## config.mk

```make
export PLATFORM = sky130hd
export DESIGN_NAME = mic_interrupt_control
export DESIGN_NICKNAME = d
export VERILOG_FILES = /design/src/logic/mic_interrupt_control.v
export VERILOG_INCLUDE_DIRS = /design/src /design/src/logic
export SDC_FILE = /design/constraint.sdc
export NUM_CORES = 1
export LEC_CHECK = 0
export ABC_AREA = 1
export BUFFER_PORTS_ARGS = -buffer_cell sky130_fd_sc_hd__buf_2
export CAP_MARGIN = 20
export CORE_ASPECT_RATIO = 1.5
export CORE_MARGIN = 3
export CORE_UTILIZATION = 58
export CTS_BUF_LIST = sky130_fd_sc_hd__clkbuf_4
export DETAILED_ROUTE_END_ITERATION = 6
export PLACE_DENSITY = 0.83
export SKIP_LAST_GASP = 1
export SLEW_MARGIN = 40
export SYNTH_ARGS = -nofsm -noshare
export SYNTH_HDL_FRONTEND = slang
export SYNTH_SLANG_ARGS = --single-unit
```

## constraint.sdc

```tcl
create_clock -name core_clk -period 1.8 [get_ports core_clk]
set_input_delay 0.09 -clock core_clk [delete_from_list [all_inputs] [get_ports core_clk]]
set_output_delay 0.09 -clock core_clk [all_outputs]
set_load 0.05 [all_outputs]
```

## src/logic/mic_defs.vh

```
`ifndef MIC_DEFS_VH
`define MIC_DEFS_VH
// register addresses (data memory, 8-bit)
`define MIC_ADDR_CTRL      8'h0b
`define MIC_ADDR_CTRL_MIR  8'h8b
`define MIC_ADDR_PFLAG1    8'h0c
`define MIC_ADDR_PFLAG2    8'h0d
`define MIC_ADDR_PEN1      8'h8c
`define MIC_ADDR_PEN2      8'h8d
`define MIC_ADDR_ISTAT     8'h90
`define MIC_ADDR_ICLR      8'h91
`define MIC_ADDR_IEN       8'h92
// control register fields
`define MIC_GLB_EN_BIT     7
`define MIC_PGE_BIT        6
`define MIC_TOE_BIT        5
`define MIC_PINE_BIT       4
`define MIC_PCE_BIT        3
`define MIC_TOF_BIT        2
`define MIC_PINF_BIT       1
`define MIC_PCF_BIT        0
// peripheral flag / enable bit of the converter
`define MIC_CONV_BIT       6
// reset values
`define MIC_CTRL_RST       8'h00
`define MIC_PREG_RST       8'h00
// interrupt vector address
`define MIC_VECTOR         13'h0004
// latency counts in instruction cycles
`define MIC_LAT_MIN        3'h3
`define MIC_LAT_MAX        3'h4
`endif

```

## src/logic/mic_interrupt_control.v

```verilog
// How it works
// four sources: pin edge, timer overflow, upper port change, converter done.
// flags set on events regardless of individual or global enables.
// global enable bit 7 permits enabled sources; zero blocks all requests. irq_out is not gated by it.
// global enable plus flag and enable together request a vector.
// any reset clears the global enable.
// return-from-interrupt instruction sets the global enable again.
// on acceptance clear global enable, push return address, load pc 0004h.
// external event to vector takes three or four instruction cycles.
// software polls flags and clears them before re-enabling.
// control register at 0bh, mirrored at 8bh.
// bit7 global, 6 periph, 5..3 timer/pin/port enables, 2..0 timer/pin/port flags.
// peripheral flags and enables sit in separate registers; group enable in control.
// port-change flag set when any upper port pin changes; software clears.
// acceptance during a clear of global enable still vectors; return sets it again.
// software repeats clearing the global enable until readback shows zero.
// request is or of flag and enable, gated by global enable, held until cleared.
//
// The implementer's own choice: the address-and-strobe port.
`timescale 1ns/1ps
`default_nettype none
`include "mic_defs.vh"

////////////////////////////////////////////////////////////////
// change detector for a group of synchronous pins; the previous sample
// resets to a constant, so the first cycle after reset is masked to keep
// a pin that idles high from faking an edge
module mic_edge_detect #(
	parameter W = 1
) (
	input  wire         core_clk,
	input  wire         rst_b,
	input  wire [W-1:0] pin_in,
	output wire [W-1:0] rise_evt,
	output wire [W-1:0] fall_evt,
	output wire         change_evt
);

	reg [W-1:0] prev_reg;
	reg         armed_reg;

	// edges only once a real previous sample exists
	assign rise_evt   = {W{armed_reg}} & pin_in & ~prev_reg;
	assign fall_evt   = {W{armed_reg}} & ~pin_in & prev_reg;
	assign change_evt = armed_reg & |(pin_in ^ prev_reg);

	// previous sample; inputs taken as synchronous already
	always @(posedge core_clk or negedge rst_b) begin
		if (!rst_b) begin
			prev_reg  <= {W{1'b0}};
			armed_reg <= 1'b0;
		end else begin
			prev_reg  <= pin_in;
			armed_reg <= 1'b1;
		end
	end

endmodule // mic_edge_detect

module mic_interrupt_control #(
	parameter PC_W = 13
) (
	input  wire            core_clk,
	input  wire            rst_b,
	input  wire            instr_cycle_en,
	input  wire [7:0]      reg_addr,
	input  wire [7:0]      reg_wdata,
	input  wire            reg_wr,
	input  wire            reg_rd,
	output reg  [7:0]      reg_rdata,
	input  wire            ext_irq_pin,
	input  wire            ext_edge_rising,
	input  wire            timer_overflow,
	input  wire [3:0]      upper_port_pins,
	input  wire            converter_done,
	input  wire            return_from_irq_instr,
	input  wire [PC_W-1:0] current_pc,
	output reg             irq_request,
	output reg             vector_take,
	output reg  [PC_W-1:0] vector_pc,
	output reg  [PC_W-1:0] push_addr,
	output reg             push_en,
	output reg             irq_out
);

	////////////////////////////////////////////////////////////////
	// input edge detection
	wire       pin_rise;
	wire       pin_fall;
	wire       pin_event;
	wire       port_event;
	wire       conv_event;

	// one detector per source group except the timer, whose overflow pulse is used directly; unused edge kinds left open
	mic_edge_detect #(
		.W (1)
	) pin_det_u (
		.core_clk   (core_clk),
		.rst_b      (rst_b),
		.pin_in     (ext_irq_pin),
		.rise_evt   (pin_rise),
		.fall_evt   (pin_fall),
		.change_evt ()
	);
	mic_edge_detect #(
		.W (4)
	) port_det_u (
		.core_clk   (core_clk),
		.rst_b      (rst_b),
		.pin_in     (upper_port_pins),
		.rise_evt   (),
		.fall_evt   (),
		.change_evt (port_event)
	);
	mic_edge_detect #(
		.W (1)
	) conv_det_u (
		.core_clk   (core_clk),
		.rst_b      (rst_b),
		.pin_in     (converter_done),
		.rise_evt   (conv_event),
		.fall_evt   (),
		.change_evt ()
	);

	// pin edge selected by polarity input
	assign pin_event = ext_edge_rising ? pin_rise : pin_fall;

	////////////////////////////////////////////////////////////////
	// register state
	reg  [7:0] ctrl_reg;
	reg  [7:0] ctrl_next;
	reg  [7:0] pflag1_reg;
	reg  [7:0] pflag1_next;
	reg  [7:0] pflag2_reg;
	reg  [7:0] pen1_reg;
	reg  [7:0] pen2_reg;
	reg  [7:0] istat_reg;
	reg  [7:0] istat_next;
	reg  [7:0] ien_reg;
	wire       wr_ctrl;
	wire       wr_pflag1;
	wire       wr_pflag2;
	wire       wr_pen1;
	wire       wr_pen2;
	wire       wr_ien;
	wire       wr_iclr;
	wire       accept;
	wire [7:0] evt_vec;
	wire       periph_pend;
	wire       pend_any;

	assign wr_ctrl   = reg_wr & ((reg_addr == `MIC_ADDR_CTRL) |
	                             (reg_addr == `MIC_ADDR_CTRL_MIR));
	assign wr_pflag1 = reg_wr & (reg_addr == `MIC_ADDR_PFLAG1);

	// one strobe per writable register, none for the status register; the clear register has no storage behind it
	assign wr_pflag2 = reg_wr & (reg_addr == `MIC_ADDR_PFLAG2);
	assign wr_pen1   = reg_wr & (reg_addr == `MIC_ADDR_PEN1);
	assign wr_pen2   = reg_wr & (reg_addr == `MIC_ADDR_PEN2);
	assign wr_ien    = reg_wr & (reg_addr == `MIC_ADDR_IEN);
	assign wr_iclr   = reg_wr & (reg_addr == `MIC_ADDR_ICLR);

	// peripheral pending from separate flag/enable registers
	assign periph_pend = |(pflag1_reg & pen1_reg) | |(pflag2_reg & pen2_reg);

	// flag-and-enable or, global gate applied at request
	assign pend_any = (ctrl_reg[`MIC_TOF_BIT]  & ctrl_reg[`MIC_TOE_BIT])  |
	                  (ctrl_reg[`MIC_PINF_BIT] & ctrl_reg[`MIC_PINE_BIT]) |
	                  (ctrl_reg[`MIC_PCF_BIT]  & ctrl_reg[`MIC_PCE_BIT])  |
	                  (periph_pend & ctrl_reg[`MIC_PGE_BIT]);

	// acceptance happens when the latency counter expires
	reg  [2:0] lat_cnt_reg;
	reg        in_flight_reg;
	// last count value before acceptance, three boundaries after launch
	localparam [2:0] LAT_LAST = `MIC_LAT_MIN - 3'h1;
	assign accept = in_flight_reg & instr_cycle_en &
	                (lat_cnt_reg == LAT_LAST);

	// event vector for the sticky status block
	assign evt_vec = {4'h0, conv_event, port_event, timer_overflow, pin_event};

	// control register next value: events set, software writes, core edits global enable
	always @* begin
		ctrl_next = ctrl_reg;
		if (wr_ctrl)
			ctrl_next = reg_wdata;
		if (return_from_irq_instr)
			ctrl_next[`MIC_GLB_EN_BIT] = 1'b1;
		if (accept)
			ctrl_next[`MIC_GLB_EN_BIT] = 1'b0;
		// set wins over a simultaneous software clear
		if (timer_overflow)
			ctrl_next[`MIC_TOF_BIT] = 1'b1;
		if (pin_event)
			ctrl_next[`MIC_PINF_BIT] = 1'b1;
		if (port_event)
			ctrl_next[`MIC_PCF_BIT] = 1'b1;
	end

	// converter flag in peripheral flag register, set beats clear
	always @* begin
		pflag1_next = wr_pflag1 ? reg_wdata : pflag1_reg;
		if (conv_event)
			pflag1_next[`MIC_CONV_BIT] = 1'b1;
	end

	// sticky status: write-one-to-clear, event wins
	always @* begin
		istat_next = istat_reg;
		if (wr_iclr)
			istat_next = istat_reg & ~reg_wdata;
		istat_next = istat_next | evt_vec;
	end

	// register storage
	always @(posedge core_clk or negedge rst_b) begin
		if (!rst_b) begin
			ctrl_reg   <= `MIC_CTRL_RST;
			pflag1_reg <= `MIC_PREG_RST;
			pflag2_reg <= `MIC_PREG_RST;
			pen1_reg   <= `MIC_PREG_RST;
			pen2_reg   <= `MIC_PREG_RST;
			istat_reg  <= `MIC_PREG_RST;
			ien_reg    <= `MIC_PREG_RST;
		end else begin
			ctrl_reg   <= ctrl_next;
			pflag1_reg <= pflag1_next;
			istat_reg  <= istat_next;
			if (wr_pflag2)
				pflag2_reg <= reg_wdata;
			if (wr_pen1)
				pen1_reg <= reg_wdata;
			if (wr_pen2)
				pen2_reg <= reg_wdata;
			if (wr_ien)
				ien_reg <= reg_wdata;
		end
	end

	////////////////////////////////////////////////////////////////
	// vectoring sequence
	// request sampled on an instruction cycle boundary; the counter spans the
	// remaining cycles so the core sees three or four cycles from the event
	always @(posedge core_clk or negedge rst_b) begin
		if (!rst_b) begin
			lat_cnt_reg   <= 3'h0;
			in_flight_reg <= 1'b0;
		end else if (instr_cycle_en) begin
			if (accept) begin
				in_flight_reg <= 1'b0;
				lat_cnt_reg   <= 3'h0;
			end else if (in_flight_reg) begin
				lat_cnt_reg <= lat_cnt_reg + 3'h1;
			end else if (ctrl_reg[`MIC_GLB_EN_BIT] & pend_any) begin
				// once launched, a global enable clear does not cancel it
				in_flight_reg <= 1'b1;
			end
		end
	end

	////////////////////////////////////////////////////////////////
	// registered outputs
	always @(posedge core_clk or negedge rst_b) begin
		if (!rst_b) begin
			irq_request <= 1'b0;
			vector_take <= 1'b0;
			vector_pc   <= {PC_W{1'b0}};
			push_addr   <= {PC_W{1'b0}};
			push_en     <= 1'b0;
			irq_out     <= 1'b0;
		end else begin
			irq_request <= ctrl_reg[`MIC_GLB_EN_BIT] & pend_any;
			vector_take <= accept;
			push_en     <= accept;
			if (accept) begin
				vector_pc <= `MIC_VECTOR;
				push_addr <= current_pc;
			end
			irq_out <= |(istat_next & ien_reg);
		end
	end

	////////////////////////////////////////////////////////////////
	// read port, one cycle latency; unmapped reads zero, clear reg reads zero
	always @(posedge core_clk or negedge rst_b) begin
		if (!rst_b) begin
			reg_rdata <= 8'h00;
		end else if (reg_rd) begin
			case (reg_addr)
				`MIC_ADDR_CTRL:     reg_rdata <= ctrl_reg;
				`MIC_ADDR_CTRL_MIR: reg_rdata <= ctrl_reg;
				`MIC_ADDR_PFLAG1:   reg_rdata <= pflag1_reg;
				`MIC_ADDR_PFLAG2:   reg_rdata <= pflag2_reg;
				`MIC_ADDR_PEN1:     reg_rdata <= pen1_reg;
				`MIC_ADDR_PEN2:     reg_rdata <= pen2_reg;
				`MIC_ADDR_ISTAT:    reg_rdata <= istat_reg;
				`MIC_ADDR_IEN:      reg_rdata <= ien_reg;
				default:            reg_rdata <= 8'h00;
			endcase
		end else begin
			reg_rdata <= 8'h00;
		end
	end

endmodule // mic_interrupt_control
`default_nettype wire

```

# Word-level counts from Yosys, hierarchy flattened
# Index checks and enable logic that the tools add are counted.
totals:
  ff_bits: 92
  inputBits: 43
  out_inout_bits: 38
op_classes:
  add_sub_neg: 1
  n_eq_ne: 10
  muxes: 17
  n_bitwise: 36
  reduce_logical: 12
op_table:
  columns: ["cell", "n"]
  rows:
  - ["one-hot mux 8 bit (7 select lines)", 1]
  - ["equality test 8 bit (second input constant)", 6]
  - ["AND 8 bit", 4]
  - ["equality test 8 x 4 -> 1 bit (second input constant)", 3]
  - ["two-way mux 8 bit", 3]
  - ["OR reduction 8 bit", 3]
  - ["AND 1 bit", 21]
  - ["two-way mux 1 bit", 10]
  - ["nonzero test 2 bit", 5]
  - ["inverter 8 bit", 1]
  - ["OR 8 x 4 -> 8 bit", 1]
  - ["two-way mux 7 bit", 1]
  - ["two-way mux 3 bit", 2]
  - ["OR 1 bit", 5]
  - ["OR reduction 4 bit", 1]
  - ["XOR 4 bit", 1]
  - ["adder 3 x 1 -> 3 bit (second input constant)", 1]
  - ["equality test 3 x 2 -> 1 bit (second input constant)", 1]
  - ["inverter 1 bit", 3]
  - ["nonzero test 3 bit", 1]
  - ["AND reduction 2 bit", 1]
  - ["OR reduction 2 bit", 1]

# Logic depth before layout (Yosys ltp)
# Gate-level depths: netlist of the first run.
logic_depth:
  depth_word: 9
  depth_mapped: 10
  depth_no_buf: 10

# Cells and area by module
# Synthesis of the first run repeated with hierarchy kept, for this count alone.
unflattened:
  cells_unflattened: 548
  hier_area_um2: 4469.3
modules_own_cells:
  columns: ["module", "instances", "cells_per_inst", "area_per_inst_um2", "seq_area_each_um2"]
  rows:
  - ["mic_interrupt_control", 1, 490, 4043.9, 2127.0]
  - ["mic_edge_detect at port_det_u", 1, 38, 250.2, 125.1]
  - ["mic_edge_detect at conv_det_u ...", 2, 10, 87.6, 50.0]

# Worst setup path before layout of the first run
# Ideal clock, no wire load.
synth_timing:
  path_type: "register to register"
  from: "reg lat_cnt_reg[0]"
  to: "reg vector_pc[2]"
  setup_time_ps: 127
  t_arrival_ps: 1235
  required_ps: 1673
  path_slack_ps: 438
  path_stages_with_launch: 6
  path_buffers: 0
  path_cell_list: "dfrtp_1 inv_1 ha_1 nand3_1 clkinv_1 or2_2"
synth_between:
  elab_chain_cells: 2
synth_lines:
  columns: ["element", "line_no", "text"]
  rows:
  - ["from (decl)", "mic_interrupt_control.v:174", "reg [2:0] lat_cnt_reg;"]
  - ["from (signal assigned)", "mic_interrupt_control.v:255", "lat_cnt_reg <= lat_cnt_reg + 3'h1;"]
  - ["equality test 3 x 2 -> 1 bit", "mic_interrupt_control.v:179", "(lat_cnt_reg == LAT_LAST);"]
  - ["AND 1 bit", "mic_interrupt_control.v:178", "assign accept = in_flight_reg & instr_cycle_en &"]
  - ["to (signal assigned)", "mic_interrupt_control.v:269", "vector_pc <= {PC_W{1'b0}};"]
  - ["to (signal assigned)", "mic_interrupt_control.v:278", "vector_pc <= `MIC_VECTOR;"]
  - ["to (decl)", "mic_interrupt_control.v:80", "output reg [PC_W-1:0] vector_pc,"]
# Every way passes these cells.
# A chain may end at the register's enable or synchronous reset.

# Final worst setup path of the first run
layout_timing:
  from: "reg lat_cnt_reg[0]"
  to: "reg push_addr[8]"
layout_between:
  elab_chain_cells: 2
layout_lines:
  columns: ["element", "line_no", "text"]
  rows:
  - ["equality test 3 x 2 -> 1 bit", "mic_interrupt_control.v:179", null]
  - ["AND 1 bit", "mic_interrupt_control.v:178", null]
  - ["to (signal assigned)", "mic_interrupt_control.v:270", "push_addr <= {PC_W{1'b0}};"]
  - ["to (signal assigned)", "mic_interrupt_control.v:279", "push_addr <= current_pc;"]
  - ["to (decl)", "mic_interrupt_control.v:81", "output reg [PC_W-1:0] push_addr,"]
# Every way passes these cells.

==> results of run 1 <==
power breakdown:
part           switching [W]  internal [W]  total [W]
Sequential          0.000167       0.00235    0.00252
Clock               0.000677      0.000566    0.00124
Combinational        0.00110      0.000398    0.00149
layout make-up:
type	instances	area share [%]
Clock buffer	10	1.43
Clock inverter	6	1.50
Inverter	57	4.08
Multi-Input combinational cell	362	33.4
Sequential cell	92	43.9
Tap cell	100	2.39
Timing Repair Buffer	103	13.3
final timing paths:
kind                                  endpoint  cells after the start           start  slack, ns
worst max-delay path              push_addr[8]                      7  lat_cnt_reg[0]       0.29
worst min-delay path              reg_rdata[7]                      3          reg_rd       0.03
worst max register to register    push_addr[8]                      7  lat_cnt_reg[0]       0.29
worst min register to register    vector_pc[2]                      1    vector_pc[2]       0.49
max in group asynchronous       lat_cnt_reg[2]                      3           rst_b       1.03
min in group asynchronous        pflag2_reg[4]                      2           rst_b       0.11
cells in the mapped netlist, drive strengths merged:
cell type / count / area [um2]
nand2: 194 / 753
dfrtp: 92 / 2300
o21ai: 58 / 354
inv: 56 / 210
nor2: 42 / 211
buf: 20 / 170
nand3: 13 / 77.6
a21oi: 12 / 60.1
nor3: 7 / 61.3
o21a: 7 / 52.6
o211ai: 4 / 35.0
xor2: 4 / 35.0
a31oi: 2 / 12.5
conb: 2 / 7.51
ha: 2 / 25.0
and3: 1 / 6.26
clkbuf: 1 / 3.75
clkinv: 1 / 3.75
nand3b: 1 / 7.51
o31ai: 1 / 7.51
or2: 1 / 6.26
through the flow:
stage | total power (W) | util, % | instance area, um2
final | 0.00525 | 71.6 | 5250
after global routing | 0.00552 | 71.6 | 5250
after CTS | 0.00526 | 71.6 | 5250
after detailed placement | 0.00398 | 65.3 | 4780
after global placement | 0.00393 | 65.3 | 4780
after floorplan | 0.00358 | - | 4440
metal layers:
metal	GRT usage (%)	share of wire (%)	vias to the layer above
li1	-	-	1818
met1	32.1	37	1843
met2	48.6	52	178
met3	3.58	5.6	37
met4	16.9	4.9	0
met5	0	0	-
tightest hold or removal path, cell delays in order:
cell and delay, ns:
buf_2 0.08, inv_1 0.12, a21oi_1 0.15
cells by family (layout without fill, tap and decap cells):
group	after synthesis	in the layout
XOR/XNOR	4	4
adder cells (fa/ha/maj)	2	2
AND/OR/NAND/NOR	259	259
AO/OA/AOI/OAI	84	84
flip-flops	92	92
other	2	13
buffers and inverters	78	176
what timing repair did:
action	in CTS	in global routing
endpoints found under the hold margin	132	0
hold buffers	31	0
setup buffers	0	0
==> tab_implementation.tex, run 1 <==
\begin{tabular}{lr}
\hline
Metric & Value \\
\hline
\multicolumn{2}{l}{\textbf{CTS}} \\
\quad TritonCTS clock tree & done \\
\quad Clock root buffer master & clkbuf\_4 \\
\quad Clock Pin Slew Worst Setup and Hold Paths & 0.13 ns \\
\quad Buffer depth of the longest clock path & 2 \\
\quad Clock sink count & 92 \\
\quad Number of H-tree levels & 3 \\
\quad Source-to-sink clock delay at the later pin of the worst-skew pair & 0.45 ns \\
\quad Post-CTS sizing & 0 \\
\quad TritonCTS buffer count & 9 \\
\multicolumn{2}{l}{\textbf{Floorplanning}} \\
\quad Full die area & 8690 um2 \\
\quad Horiz. Die Dim & 77.1 um \\
\quad Cell Rows & 38 \\
\quad Total I/O pin count & 81 \\
\quad Starting Density & 60.1\% \\
\quad Area of the core & 7320 um2 \\
\quad Vert. Die Dim & 113 um \\
\multicolumn{2}{l}{\textbf{Power}} \\
\quad Static leakage power & 2.77 nW \\
\quad Largest voltage drop on the vdd net & 0.647 mV \\
\quad Power per Cell Area & 1000 nW/um2 \\
\multicolumn{2}{l}{\textbf{Final layout}} \\
\quad Multi-input gate area in the final layout & 1750 um2 \\
\quad Ratio of cells with drive above 1 in the final layout & 20.5\% \\
\quad Largest register FFs & 13 \\
\quad Most common library cell in the layout ignoring fill and taps & nand2\_1 \\
\quad Area used by sequential logic in the layout & 2300 um2 \\
\quad Top library cells by usage in the layout, fill and taps aside & nand2\_1, dfrtp\_1, buf\_2 \\
\quad Diodes inserted & 0 \\
\quad Top reg by flops & push\_addr \\
\quad Filler-free cell count of the finished design & 730 \\
\quad Number of fill cells in the layout & 547 \\
\quad Synth-to-Final Area Change & 19.1\% \\
\quad \# nets final & 670 \\
\multicolumn{2}{l}{\textbf{Setup path}} \\
\quad Most numerous cell on the critical path & nand2\_1 \\
\quad Worst stage delay on the critical path & 0.37 ns \\
\quad Critical path class & flip-flop to flip-flop \\
\quad Worst-path cell chain & inv\_1 -> ha\_1 -> nand3\_1 -> clkinv\_1 -> buf\_4 -> nand2\_1 -> nand2\_1 \\
\quad Number of buffers and inverters on the critical path & 3 \\
\quad Startpoint kind of the worst setup timing path & flip-flop \\
\quad Maximum fanout along the worst path & 12 \\
\quad Top delay family on crit path & buffers and inverters \\
\quad Critical path data required time & 2.15 ns \\
\quad Worst path slowest cell & dfrtp\_1 \\
\quad Crit. End Element & flip-flop \\
\quad Data arrival at the endpoint of the critical path & 1.86 ns \\
\multicolumn{2}{l}{\textbf{Logic synthesis}} \\
\quad Yosys synthesis warning count & 0 \\
\quad Netlist area before placement & 4400 um2 \\
\quad Average size of a mapped cell & 8.45 um2 \\
\quad Fraction of the mapped netlist area in compound gates & 11.8\% \\
\quad Synth Instances & 521 \\
\quad Main combinational cell family by area after synthesis & simple AND/OR/NAND/NOR gates \\
\quad Synthesis-stage register bit count & 92 \\
\quad Share of synthesized cell area in and, or, nand and nor gates & 25.5\% \\
\quad Xor and xnor fraction of the mapped netlist area & 0.796\% \\
\quad Multiplexer share of the synthesized area & 0\% \\
\quad Sequential-to-total area share from yosys stat & 52.3\% \\
\quad Adder-cell share of the synthesized area & 0.568\% \\
\quad Number of distinct standard cells referenced by the synthesized netlist & 35 \\
\multicolumn{2}{l}{\textbf{Timing}} \\
\quad Clock period minus final worst setup slack & 1.51 ns \\
\quad Aggregate negative setup slack & 0 ns \\
\quad Setup clock skew after layout & 0.0204 ns \\
\quad Final setup violation count & 0 \\
\quad Hold Worst Slack & 0.0311 ns \\
\quad Post-route clock period utilization & 84.1\% \\
\quad Relative slew margins & 59.9\% \\
\quad Max frequency & 661 MHz \\
\quad RSZ-0062 raised after global routing & no \\
\quad Worst setup slack after layout & 0.287 ns \\
\quad Endpoints failing hold & 0 \\
\quad Max Slew Vio Count & 0 \\
\quad Transition time of the tightest slew-check pin & 0.598 ns \\
\multicolumn{2}{l}{\textbf{Global route}} \\
\quad Number of antenna violations at the first check in global routing & 0 \\
\quad Total Routing Usage GR & 27.8\% \\
\quad First-pass GRT wire length & 18.7 mm \\
\quad Largest net degree at the start of global routing & 43 \\
\quad Via count of the first global-routing pass & 3908 \\
\quad Aggregate global routing overflow & 0 \\
\multicolumn{2}{l}{\textbf{Placement}} \\
\quad Count of port buffers added during placement & 68 \\
\quad Total half-perimeter wirelength after legalization and detailed placement & 7.93 mm \\
\quad Final weighted congestion of routability-driven global placement & 0.877 \\
\quad Inst Count DP & 683 \\
\quad Post-Place Setup Slack & 0.182 ns \\
\multicolumn{2}{l}{\textbf{Detailed routing}} \\
\quad Detailed Route Iter0 Violations & 296 \\
\quad Number of iterations in the first detailed-routing pass & 5 \\
\quad Drt via density & 5.31 \\
\quad Via count & 3876 \\
\quad Total routed wirelength & 11.2 mm \\
\quad Wire length per cell & 15.4 um \\
\quad DRC violation count after routing & 0 \\
\quad DRT antenna net count & 0 \\
\multicolumn{2}{l}{\textbf{Status}} \\
\quad Status & finished clean \\
\multicolumn{2}{l}{\textbf{Worst hold path}} \\
\quad Class of the worst hold path & input port to flip-flop \\
\multicolumn{2}{l}{\textbf{Run}} \\
\quad Max\_cap viols & 0 \\
\hline
\end{tabular}
No activity file was read; power rests on OpenSTA's default activity.
==> inputs of run 2 (changes only) <==
- ABC_AREA: 1 -> 0
- CORE_UTILIZATION: 58 -> 57
- PLACE_DENSITY: 0.83 -> 0.82
- clock period: 1.8 -> 1.45 ns (I/O delays scaled with it)
==> run 2 against run 1 <==
Die area shrank 2.7%. The run now ends with setup timing left. Synthesized cell count shrank 33%. Clock skew shrank 0.0033 ns. Fmax shrank 11%.
==> tab_implementation.tex, run 2 <==
\begin{tabular}{lr}
\hline
Metric & Value \\
\hline
\multicolumn{2}{l}{\textbf{CTS}} \\
\quad Clock sink count & 92 (unchanged) \\
\quad Clock root buffer master & clkbuf\_4 (unchanged) \\
\quad Number of H-tree levels & 3 (unchanged) \\
\quad Buffer depth of the longest clock path & 2 (unchanged) \\
\quad Clock Pin Slew Worst Setup and Hold Paths & 0.13 ns (about the same) \\
\quad TritonCTS clock tree & done (unchanged) \\
\quad TritonCTS buffer count & 9 (unchanged) \\
\quad Source-to-sink clock delay at the later pin of the worst-skew pair & 0.44 ns (was 0.45 ns) \\
\multicolumn{2}{l}{\textbf{Setup path}} \\
\quad Critical path class & flip-flop to flip-flop (unchanged) \\
\quad Data arrival at the endpoint of the critical path & 2.04 ns (was 1.86 ns) \\
\quad Source of the worst register-to-register timing path & pflag2\_reg[4] (was lat\_cnt\_reg[0]) \\
\quad Critical R2R Capture & in\_flight\_reg (was push\_addr[8]) \\
\quad Crit. End Element & flip-flop (unchanged) \\
\quad Worst r2r path cells & 6 (was 7) \\
\quad Startpoint kind of the worst setup timing path & flip-flop (unchanged) \\
\quad Critical path data required time & 1.79 ns (was 2.15 ns) \\
\quad Start point of the critical path & pflag2\_reg[4] (was lat\_cnt\_reg[0]) \\
\quad R2r setup slk & -0.25 ns (was 0.29 ns) \\
\quad Maximum fanout along the worst path & 2 (was 12) \\
\multicolumn{2}{l}{\textbf{Placement}} \\
\quad Final weighted congestion of routability-driven global placement & 0.893 (was 0.877) \\
\quad Total half-perimeter wirelength after legalization and detailed placement & 7.51 mm (was 7.93 mm) \\
\quad Count of port buffers added during placement & 68 (unchanged) \\
\quad Inst Count DP & 545 (was 683) \\
\multicolumn{2}{l}{\textbf{Logic synthesis}} \\
\quad Dominant synthesized flop cell & dfrtp\_1 (unchanged) \\
\quad Number of synthesized flops with an enable pin & 0 (unchanged) \\
\quad Yosys synthesis warning count & 0 (unchanged) \\
\quad Library cell with the largest summed area after synthesis & dfrtp\_1 (unchanged) \\
\quad Top cell types by occurrence after synthesis & dfrtp\_1, nand2\_1, mux2\_2, buf\_4 (was nand2\_1, dfrtp\_1, inv\_1, nor2\_1, o21ai\_0) \\
\quad Netlist area before placement & 4200 um2 (was 4400 um2) \\
\quad Average size of a mapped cell & 12.1 um2 (was 8.45 um2) \\
\quad Synthesis-stage register bit count & 92 (unchanged) \\
\quad Cells taking the most area after synthesis & dfrtp\_1, mux2\_2, nand2\_1 (was dfrtp\_1, nand2\_1, inv\_1) \\
\quad Library cell with the highest instance count after synthesis & dfrtp\_1 (was nand2\_1) \\
\quad Number of distinct standard cells referenced by the synthesized netlist & 55 (was 35) \\
\quad Sequential-to-total area share from yosys stat & 54.8\% (was 52.3\%) \\
\quad Area share of the largest cell type after synthesis & 54.8\% (was 52.3\%) \\
\quad Synth Instances & 347 (was 521) \\
\quad Share of async-settable or async-resettable flops after synthesis & 100\% (unchanged) \\
\multicolumn{2}{l}{\textbf{Worst hold path}} \\
\quad Number of stages on the worst hold path & 3 (unchanged) \\
\quad Source of the worst hold timing path & reg\_wdata[6] (was reg\_rd) \\
\quad Worst min-delay path endpoint & istat\_reg[6] (was reg\_rdata[7]) \\
\quad Class of the worst hold path & input port to flip-flop (unchanged) \\
\multicolumn{2}{l}{\textbf{Final layout}} \\
\quad Synth-to-Final Area Change & 31.3\% (was 19.1\%) \\
\quad Top library cells by usage in the layout, fill and taps aside & dfrtp\_1, buf\_2, nand2\_1 (was nand2\_1, dfrtp\_1, buf\_2) \\
\quad Ratio of cells with drive above 1 in the final layout & 44.2\% (was 20.5\%) \\
\quad Top reg by flops & push\_addr (unchanged) \\
\quad Filler-free cell count of the finished design & 593 (was 730) \\
\quad Area used by sequential logic in the layout & 2300 um2 (unchanged) \\
\quad Most common library cell in the layout ignoring fill and taps & dfrtp\_1 (was nand2\_1) \\
\quad Multi-input gate area in the final layout & 1890 um2 (was 1750 um2) \\
\quad Number of fill cells in the layout & 424 (was 547) \\
\quad \# nets final & 536 (was 670) \\
\quad Largest register FFs & 13 (unchanged) \\
\quad Diodes inserted & 0 (unchanged) \\
\multicolumn{2}{l}{\textbf{Timing}} \\
\quad Transition time of the tightest slew-check pin & 0.660 ns (was 0.598 ns) \\
\quad Relative slew margins & 55.7\% (was 59.9\%) \\
\quad Worst setup slack after layout & -0.250 ns (was 0.287 ns) \\
\quad Hold Worst Slack & 0.0424 ns (was 0.0311 ns) \\
\quad Final setup violation count & 3 (was 0) \\
\quad Max Slew Vio Count & 0 (unchanged) \\
\quad Setup clock skew after layout & 0.0171 ns (was 0.0204 ns) \\
\quad Post-route clock period utilization & 117\% (was 84.1\%) \\
\quad Max frequency & 588 MHz (was 661 MHz) \\
\quad Clock period minus final worst setup slack & 1.70 ns (was 1.51 ns) \\
\quad RSZ-0062 raised after global routing & yes (was no) \\
\quad Endpoints failing hold & 0 (unchanged) \\
\multicolumn{2}{l}{\textbf{Detailed routing}} \\
\quad Drt via density & 5.60 (was 5.31) \\
\quad DRT antenna net count & 0 (unchanged) \\
\quad DRC violation count after routing & 0 (unchanged) \\
\quad Number of iterations in the first detailed-routing pass & 4 (was 5) \\
\quad Via count & 3321 (was 3876) \\
\quad Wire length per cell & 18.4 um (was 15.4 um) \\
\quad Detailed Route Iter0 Violations & 222 (was 296) \\
\quad Total routed wirelength & 10.9 mm (was 11.2 mm) \\
\multicolumn{2}{l}{\textbf{Floorplanning}} \\
\quad Full die area & 8460 um2 (was 8690 um2) \\
\quad Total I/O pin count & 81 (unchanged) \\
\quad Horiz. Die Dim & 76.1 um (was 77.1 um) \\
\quad Starting Density & 60.1\% (about the same) \\
\quad Cell Rows & 37 (was 38) \\
\quad Vert. Die Dim & 111 um (was 113 um) \\
\quad Area of the core & 6990 um2 (was 7320 um2) \\
\multicolumn{2}{l}{\textbf{Power}} \\
\quad Combinational share of power & 30.5\% (was 28.5\%) \\
\quad Static leakage power & 2.76 nW (was 2.77 nW) \\
\quad Power per Cell Area & 1170 nW/um2 (was 1000 nW/um2) \\
\quad NetSw & 0.00242 W (was 0.00194 W) \\
\quad Fraction of power consumed by sequential logic & 48.3\% (was 47.9\%) \\
\quad Switch share & 37.4\% (was 36.9\%) \\
\quad Largest voltage drop on the vdd net & 0.935 mV (was 0.647 mV) \\
\quad Power Internal & 0.00405 W (was 0.00331 W) \\
\quad Clock Power Share & 21.2\% (was 23.7\%) \\
\multicolumn{2}{l}{\textbf{Global route}} \\
\quad Aggregate global routing overflow & 0 (unchanged) \\
\quad Number of antenna violations at the first check in global routing & 0 (unchanged) \\
\quad First-pass GRT wire length & 18.1 mm (was 18.7 mm) \\
\quad Total Routing Usage GR & 27.6\% (was 27.8\%) \\
\quad Largest net degree at the start of global routing & 34 (was 43) \\
\quad Via count of the first global-routing pass & 3548 (was 3908) \\
\multicolumn{2}{l}{\textbf{Status}} \\
\quad Failing checks & setup timing \\
\quad Status & finished with violations (was finished clean) \\
\multicolumn{2}{l}{\textbf{Run}} \\
\quad Max\_cap viols & 0 (unchanged) \\
\hline
\end{tabular}
run 2: timing repair:
item,CTS,global route
endpoints found under the setup margin,6,9
gates cloned,0,0
hold buffers,31,0
gates resized for setup,6,8
pin swaps,7,8
hold endpoints to repair,155,0
setup buffers,1,0
run 2: cells by family after synthesis:
logic type | share of synthesized area (%)
xor+xnor | 0.833
buf+inv | 3.69
simple gates | 13.2
other cells | 0.179
flops | 54.8
mux | 16.5
compound gates | 10.2
fa+ha+maj | 0.595
run 2: how the worst max path moves through the flow:
stage	end	slack (ns)	depth (start not counted)
floorplan	in_flight_reg	-0.02	6
global placement	in_flight_reg	-0.28	6
detailed placement	irq_out	-0.31	9
CTS	in_flight_reg	-0.25	6
global route	in_flight_reg	-0.29	6
finish	in_flight_reg	-0.25	6
run 2: critical path: stages, from the launching register on:
cell	delay, ns
dfrtp_1	0.40
a22o_1	0.24
a221oi_2	0.24
nand4_1	0.17
a221o_1	0.36
a31oi_1	0.15
nor2_1	0.05
run 2: layer usage:
| metal | up-vias | part of all wire, % | track usage [%] | wire [um] |
|---|---|---|---|---|
| met5 | - | 0 | 0 | 0 |
| met4 | 0 | 3.9 | 15.0 | 428 |
| met3 | 34 | 5.0 | 4.47 | 546 |
| met2 | 124 | 53 | 47.9 | 5780 |
| met1 | 1637 | 38 | 32.6 | 4180 |
| li1 | 1526 | - | - | - |
run 2: final cells by class:
class	count	share of cell area [%]
clock buffer	11	1.50
timing repair buffer	145	19.2
tap	97	2.20
multi-input combinational	240	34.2
clock inverter	5	0.952
inverter	3	0.204
sequential	92	41.7
run 2: per-stage QoR:
stage / utilization [%] / instance area [um2] / TNS, ns / setup WS [ns] / total power [W]
2_1_floorplan: - / 4270 / -0.0166 / -0.0166 / 0.00445
3_3_place_gp: 71.4 / 4990 / -8.97 / -0.285 / 0.00497
3_5_place_dp: 71.5 / 5000 / -9.21 / -0.313 / 0.00503
4_1_cts: 78.4 / 5480 / -0.517 / -0.250 / 0.00646
5_1_grt: 79.0 / 5520 / -0.774 / -0.291 / 0.00679
6_report: 79.0 / 5520 / -0.476 / -0.250 / 0.00647
run 2: power groups by stage:
| stage | sequential (W) | clock [W] | combinational, W |
|---|---|---|---|
| 2_1_floorplan | 0.00387 | 0 | 0.000586 |
| 5_1_grt | 0.00318 | 0.00150 | 0.00211 |
| 4_1_cts | 0.00310 | 0.00141 | 0.00195 |
| 3_3_place_gp | 0.00313 | 0 | 0.00184 |
| 3_5_place_dp | 0.00316 | 0 | 0.00187 |
| 6_report | 0.00313 | 0.00137 | 0.00197 |
